File: src/core/sslo_map.svh
// Strap latch constants: defaults, fallback address, strap width and sync fill
// How it works
// - Capture all soft straps on reset release
// - EEPROM loader values replace latched straps
// - Pinless straps take fixed tie-off defaults
// - Straps drive settings or register reset defaults
// - Configured bits copy strap; affected bits combine
// - Soft reset or reload reverts without EEPROM
// - Soft reset and reload never resample pins
// - Indicator enable straps default all ones
// - Indicator function straps default all zeros
// - Override strap selects strap address, default clear
// - Slave address strap defaults to 0001010b
// - Timestamp pin sets timestamp enable reset value
// - Timestamp defaults give transparent clock operation
// - Auto crossover strap defaults one, sets status
// - Strap mode uses auto and manual straps
// - Manual strap: zero MDI, one MDIX
// - Crossover straps ignored in fibre mode; code still decodes xover_mode from them and only drops xover_active
// - Ready low until EEPROM configuration applied
// - Reload restarts loader, ready low meanwhile
`ifndef SSLO_MAP_SVH
`define SSLO_MAP_SVH
`define SSLO_IND_EN_DEFAULT 6'h3F
`define SSLO_IND_FUN_DEFAULT 3'h0
`define SSLO_ADDR_OVR_DEFAULT 1'h0
`define SSLO_SLAVE_ADDR_DEFAULT 7'h0A
`define SSLO_AUTO_XOVER_DEFAULT 1'h1
`define SSLO_MANUAL_XOVER_DEFAULT 1'h0
`define SSLO_FALLBACK_SLAVE_ADDR 7'h00
`define SSLO_XOVER_CTRL_STRAP 1'h0
`define SSLO_STRAP_WIDTH 20
`define SSLO_SYNC_FILL 2'h2
`endif

File: src/core/sslo_pkg.sv
// Types shared by the strap latch and its helpers
`default_nettype none
package sslo_pkg;
	typedef struct packed {
		logic [5:0] indicator_enable_straps;
		logic [2:0] indicator_function_straps;
		logic addr_override;
		logic [6:0] slave_address;
		logic timestamp_enable;
		logic auto_crossover;
		logic manual_crossover;
	} sslo_straps_t;

	typedef enum logic [1:0] {
		SSLO_XOVER_MDI,
		SSLO_XOVER_MDIX,
		SSLO_XOVER_AUTO
	} sslo_xover_t;

	typedef enum {
		SSLO_LOAD,
		SSLO_READY
	} sslo_phase_t;
endpackage
`default_nettype wire

File: src/core/sslo_pin_sync.sv
// Two-flop synchroniser for the strap pin bundle
`default_nettype none
module sslo_pin_sync (
	// Clock and reset
	input wire logic ref_clk,
	input wire logic rst_n,
	// Raw and synchronised pin levels
	input wire logic [19:0] pins_async,
	output logic [19:0] pins_sync
);
	typedef struct packed {
		logic [19:0] first;
		logic [19:0] second;
	} sslo_sync_state_t;

	sslo_sync_state_t state;
	sslo_sync_state_t next_state;

	always_comb begin
		next_state.first = pins_async;
		next_state.second = state.first;
	end

	always_ff @(posedge ref_clk or negedge rst_n) begin
		if (!rst_n) begin
			state <= '0;
		end else begin
			state <= next_state;
		end
	end

	assign pins_sync = state.second;
endmodule
`default_nettype wire

File: src/core/sslo_strap_latch.sv
// Soft strap latch with EEPROM override and ready tracking
`include "sslo_map.svh"
`default_nettype none
module sslo_strap_latch (
	// Clock and power-on or pin reset
	input wire logic ref_clk,
	input wire logic rst_n,
	// Strap pin
	input wire logic timestamp_enable_pin,
	// Soft resets
	input wire logic soft_reset,
	input wire logic eeprom_reload,
	// EEPROM loader
	input wire logic eeprom_present,
	input wire logic eeprom_done,
	input wire logic eeprom_valid,
	input wire sslo_pkg::sslo_straps_t eeprom_straps,
	output logic eeprom_start,
	// PHY A crossover
	input wire logic crossover_control_field,
	input wire logic crossover_control_value,
	input wire logic fibre_mode,
	output sslo_pkg::sslo_xover_t xover_mode,
	output logic xover_active,
	// Register defaults and settings
	output sslo_pkg::sslo_straps_t straps,
	output logic [5:0] indicator_enable_bits,
	output logic [2:0] indicator_function_field,
	output logic timestamp_enable_bit,
	output logic auto_crossover_strap_state_bit,
	output logic [6:0] slave_address,
	output logic ready
);
	import sslo_pkg::*;

	typedef struct packed {
		logic captured;
		logic [1:0] fill;
		sslo_straps_t latched;
		sslo_straps_t working;
		sslo_phase_t phase;
		logic start;
		logic ready;
	} sslo_state_t;

	sslo_state_t state;
	sslo_state_t next_state;
	logic [19:0] pins_sync;
	logic [19:0] pins_raw;

	// Only one strap has a pin; the rest are tie-offs
	function automatic sslo_straps_t strap_defaults(input logic ts_pin);
		sslo_straps_t s;
		s.indicator_enable_straps = `SSLO_IND_EN_DEFAULT;
		s.indicator_function_straps = `SSLO_IND_FUN_DEFAULT;
		s.addr_override = `SSLO_ADDR_OVR_DEFAULT;
		s.slave_address = `SSLO_SLAVE_ADDR_DEFAULT;
		s.timestamp_enable = ts_pin;
		s.auto_crossover = `SSLO_AUTO_XOVER_DEFAULT;
		s.manual_crossover = `SSLO_MANUAL_XOVER_DEFAULT;
		return s;
	endfunction

	assign pins_raw = {19'h00000, timestamp_enable_pin};

	sslo_pin_sync u_sync (
		.ref_clk(ref_clk),
		.rst_n(rst_n),
		.pins_async(pins_raw),
		.pins_sync(pins_sync)
	);

	always_comb begin
		next_state = state;
		next_state.start = 1'b0;
		// Wait for the synchroniser to fill before the one-shot capture
		if (!state.captured) begin
			// Sync flops come out of reset at zero, so sampling earlier
			// would latch a false low strap
			if (state.fill != `SSLO_SYNC_FILL) begin
				next_state.fill = state.fill + 2'h1;
			end else begin
				next_state.captured = 1'b1;
				next_state.latched = strap_defaults(pins_sync[0]);
				next_state.working = strap_defaults(pins_sync[0]);
				next_state.phase = SSLO_LOAD;
				next_state.start = 1'b1;
				next_state.ready = 1'b0;
			end
		end else if (soft_reset || eeprom_reload) begin
			// Reuse the latched copy; pins are never looked at here
			next_state.working = state.latched;
			next_state.phase = SSLO_LOAD;
			next_state.start = 1'b1;
			next_state.ready = 1'b0;
		end else begin
			case (state.phase)
				SSLO_LOAD: begin
					if (!eeprom_present) begin
						next_state.phase = SSLO_READY;
						next_state.ready = 1'b1;
					end else if (eeprom_done) begin
						if (eeprom_valid) begin
							next_state.working = eeprom_straps;
						end else begin
							next_state.working = state.latched;
						end
						next_state.phase = SSLO_READY;
						next_state.ready = 1'b1;
					end
				end
				SSLO_READY: begin
					next_state.ready = 1'b1;
				end
				default: begin
					next_state.phase = SSLO_LOAD;
				end
			endcase
		end
	end

	// Re-latching needs rst_n itself; no soft path clears captured
	always_ff @(posedge ref_clk or negedge rst_n) begin
		if (!rst_n) begin
			state <= '0;
		end else begin
			state <= next_state;
		end
	end

	sslo_xover_decode u_xover (
		.auto_crossover(state.working.auto_crossover),
		.manual_crossover(state.working.manual_crossover),
		.crossover_control_field(crossover_control_field),
		.crossover_control_value(crossover_control_value),
		.fibre_mode(fibre_mode),
		.xover_mode(xover_mode),
		.xover_active(xover_active)
	);

	assign eeprom_start = state.start;
	assign ready = state.ready;
	assign straps = state.working;
	assign indicator_enable_bits =
		state.working.indicator_enable_straps;
	assign indicator_function_field =
		state.working.indicator_function_straps;
	// Default 1588 set left untouched yields transparent clock
	assign timestamp_enable_bit = state.working.timestamp_enable;
	assign auto_crossover_strap_state_bit =
		state.working.auto_crossover;
	assign slave_address = state.working.addr_override ?
		state.working.slave_address : `SSLO_FALLBACK_SLAVE_ADDR;
endmodule
`default_nettype wire

File: src/core/sslo_xover_decode.sv
// Crossover mode decode for PHY A
`default_nettype none
module sslo_xover_decode
	import sslo_pkg::*;
(
	// Controls
	input wire logic auto_crossover,
	input wire logic manual_crossover,
	input wire logic crossover_control_field,
	input wire logic crossover_control_value,
	input wire logic fibre_mode,
	// Result
	output sslo_pkg::sslo_xover_t xover_mode,
	output logic xover_active
);
	always_comb begin
		xover_active = !fibre_mode;
		if (!crossover_control_field) begin
			xover_mode = crossover_control_value ? SSLO_XOVER_AUTO
				: SSLO_XOVER_MDI;
		end else if (auto_crossover) begin
			xover_mode = SSLO_XOVER_AUTO;
		end else if (manual_crossover) begin
			xover_mode = SSLO_XOVER_MDIX;
		end else begin
			xover_mode = SSLO_XOVER_MDI;
		end
	end
endmodule
`default_nettype wire

File: config.mk
export PLATFORM = sky130hd
export DESIGN_NAME = sslo_strap_latch
export DESIGN_NICKNAME = d
export VERILOG_FILES = /design/src/core/sslo_pkg.sv /design/src/core/sslo_pin_sync.sv /design/src/core/sslo_strap_latch.sv /design/src/core/sslo_xover_decode.sv
export VERILOG_INCLUDE_DIRS = /design/src /design/src/core
export SDC_FILE = /design/constraint.sdc
export NUM_CORES = 1
export LEC_CHECK = 0
export BUFFER_PORTS_ARGS = -buffer_cell sky130_fd_sc_hd__buf_2
export CAP_MARGIN = 20
export CORE_MARGIN = 4
export CORE_UTILIZATION = 40
export DETAILED_ROUTE_END_ITERATION = 10
export GPL_TIMING_DRIVEN = 0
export PLACE_DENSITY = 0.77
export SLEW_MARGIN = 20
export SYNTH_ARGS = -nofsm -noshare
export SYNTH_HDL_FRONTEND = slang
export SYNTH_SLANG_ARGS = --single-unit
File: constraint.sdc
create_clock -name ref_clk -period 1.5 [get_ports ref_clk]
set_input_delay 0.15 -clock ref_clk [delete_from_list [all_inputs] [get_ports ref_clk]]
set_output_delay 0.15 -clock ref_clk [all_outputs]
set_load 0.01 [all_outputs]
==> results.sh <==
export IMPL_cts_root_buf="clkbuf_8"
export IMPL_ant_nets=0
export IMPL_clock_sinks=30
export IMPL_die_area_um2=5160
export IMPL_path_class="reg -> reg"
export IMPL_synthCells=151
export IMPL_synth_top_cells_by_area="dfrtp_1 46%, buf_4 14%, mux2_2 7.6%"
export IMPL_yosys_top_cells_count="30 x buf_4, 30 x dfrtp_1, 15 x inv_1"
export IMPL_die_h_um=71.9
export IMPL_outcome="finished, final reports clean"
export IMPL_worstHoldStart="eeprom_straps[13]"
export IMPL_crit_family="flip-flops"
export IMPL_min_path_type="in -> reg"
export IMPL_path_cells="ha_4 > nor2_2 > a21oi_4 > buf_12 > mux2_2"
export IMPL_synth_avg_cell_area_um2=10.8
export IMPL_worstSkewPairLatency_ns=0.27
export IMPL_synthArstFlopShare_pct=100
export IMPL_cts_htree_levels=2
export IMPL_fin_crit_sh_pct=98.4
export IMPL_slowest_delay_ns=0.41
export IMPL_synthFlopType="dfrtp_1"
export IMPL_fp_dieW_um=71.9
export IMPL_design_area_um2=2210
export IMPL_rr_startpoint="state[75]$_DFFE_PN0P_"
export IMPL_port_buffers=73
export IMPL_p_leak_nw=1.13
export IMPL_reg2reg_slack_ns=0.02
export IMPL_synth_ff_latch_count=30
export IMPL_cp_start_kind="register"
export IMPL_placementRows=22
export IMPL_finClkSkew_ns=0.00710
export IMPL_vias=1275
export IMPL_yosysTopAreaCellShare_pct=46.0
export IMPL_vias_per_cell=4.47
export IMPL_synth_fp_nets=183
export IMPL_wl_mm=3.29
export IMPL_critical_path_arrival_ns=1.62
export IMPL_setup_viol=0
export IMPL_boundaryPins=74
export IMPL_slew_headroom_pct=55.5
export IMPL_grt_pass1_vias=1244
export IMPL_p_per_area_nw_per_um2=788
export IMPL_cts_tree="built"
export IMPL_dpl_instance_area_um2=2060
export IMPL_fin_crit_ns=1.48
export IMPL_worst_pin_slew_ns=0.668
export IMPL_synthDistinctLibCells=26
export IMPL_endpoint_kind="register"
export IMPL_fin_ws_ns=0.0247
export IMPL_synth_edff_count=0
export IMPL_path_max_fanout=9
export IMPL_wl_per_cell_um=11.5
export IMPL_gr_total_overflow=0
export IMPL_crit_buf_inv=1
export IMPL_start_util_pct=43.0
export IMPL_antenna_found_initial=0
export IMPL_rsz0062_at_grt="true"
export IMPL_crit_path_top_delay_cell="dfrtp_1"
export IMPL_whs_path_depth=3
export IMPL_p_total_mw=1.74
export IMPL_worstReg2RegEnd="straps[6]$_DFFE_PN0P_"
export IMPL_syn_to_final_growth_pct=35.4
export IMPL_synth_top_cell_by_area="dfrtp_1"
export IMPL_grt_max_degree=31
export IMPL_reg2regPathDepth=5
export IMPL_synth_cell_area_um2=1630
export IMPL_dpl_worst_slack_ns=-0.164
export IMPL_final_hold_viol_count=0
export IMPL_cp_required_ns=1.65
export IMPL_yosysWarnings=0
export IMPL_fin_nets=269
export IMPL_grt_pass1_wl_mm=5.57
export IMPL_placeableCoreArea_um2=3800
export IMPL_fillers=350
export IMPL_place_gp_congestion=0.764
export IMPL_synth_seq_area_share_pct=46.0
export IMPL_clk_pin_slew_ns=0.06
export IMPL_drt_pass1_iter_count=2
export IMPL_track_usage_pct=14.1
export IMPL_drt_initial_drc_count=15
export IMPL_antennaDiodeCount=0
export IMPL_fmax_ghz=0.678
export IMPL_holdPathEnd="indicator_function_field[2]$_DFFE_PN0P_"
export IMPL_maxCapViolations=0
export IMPL_drive_above_1_share_pct=56.1
export IMPL_numCtsBuffers=5
export IMPL_dpl_hpwl_mm=2.45
export IMPL_ir_worst_vdd_uv=520
export IMPL_drc=0
export IMPL_cts_max_path_buffers=2
export IMPL_slew_viol_final=0
final cells by class:
type / count / area (µm²) / share of cell area, %
multi-input combinational: 73 / 594 / 26.9
tap: 48 / 60.1 / 2.72
clock buffer: 7 / 76.3 / 3.46
timing repair buffer: 80 / 435 / 19.7
inverter: 15 / 56.3 / 2.55
sequential: 30 / 751 / 34.0
buffer: 32 / 235 / 10.7
tightest hold or removal path: cells and delay by family:
kind | cells | cell delay [ns]
buffers and inverters | 1 | 0.09
multiplexers | 1 | 0.06
AND/OR/NAND/NOR | 1 | 0.04
power breakdown:
group	internal [mW]	switching [mW]	leakage [nW]
clock	0.318	0.263	0.0383
sequential	0.842	0.0226	0.346
combinational	0.164	0.130	0.744
per-stage QoR:
step	std cells	hold slack (ns)	utilization (%)	setup TNS, ns
final	285	0.115	58.1	0
after detailed placement	272	0.229	54.2	-2.67
after global routing	285	0.107	58.1	-0.0395
after global placement	272	0.221	54.2	-2.14
after floorplan	151	-0.146	-	0
after CTS	283	0.104	57.8	0
sequential cells by signal, summed over array words and instances, names as in the netlist:
name	flops
auto_crossover_strap_state_bit	1
eeprom_start	1
indicator_enable_bits	6
indicator_function_field	3
ready	1
state	6
straps	9
timestamp_enable_bit	1
u_sync.next_state	1
u_sync.pins_sync	1
logic make-up (layout without fill, tap and decap cells):
logic type               Yosys count  count (layout)  share of synthesized area (%)
buffers and inverters             48             134                           18.5
AND/OR/NAND/NOR                   31              31                           10.5
flip-flops                        30              30                           46.0
multiplexers                      23              23                           15.0
AO/OA/AOI/OAI                     17              17                           8.74
adder cells (fa/ha/maj)            1               1                          0.767
XOR/XNOR                           1               1                          0.537
timing repair:
item                                   in CTS  in global routing
buffers inserted                            2                  3
endpoints found under the hold margin      31                  0
setup endpoints to repair                  19                 19
hold buffers                                2                  0
resized for setup                           3                  2
pin swaps                                   1                  0
worst max-delay path by stage:
stage	startpoint	to	slack [ns]	depth (start not counted)
2_1_floorplan	state[74]$_DFFE_PN0P_	auto_crossover_strap_state_bit$_DFFE_PN0P_	0.03	5
3_3_place_gp	state[74]$_DFFE_PN0P_	indicator_function_field[0]$_DFFE_PN0P_	-0.12	6
3_5_place_dp	state[74]$_DFFE_PN0P_	straps[9]$_DFFE_PN0P_	-0.16	6
4_1_cts	state[75]$_DFFE_PN0P_	indicator_function_field[1]$_DFFE_PN0P_	0.02	6
5_1_grt	state[75]$_DFFE_PN0P_	straps[6]$_DFFE_PN0P_	-0.01	5
6_report	state[75]$_DFFE_PN0P_	straps[6]$_DFFE_PN0P_	0.02	5
cell usage in the layout (no fill, tap or decap), types with 5 or more instances in the layout:
master     instances
buf_2             74
buf_4             34
dfrtp_1           30
inv_1             14
nand2_1           13
mux2i_1           12
mux2_2            11
o2bb2ai_1          9
nor2_1             8
clkbuf_8           5
routing by layer:
layer / GRT usage, % / wire length [µm] / vias to the layer above
met4: 6.26 / 56 / 0
li1: - / - / 641
met5: 0 / 0 / -
met1: 16.6 / 1400 / 578
met2: 22.8 / 1530 / 52
met3: 5.19 / 308 / 4
Note: power is estimated with default switching activity, not from simulation.
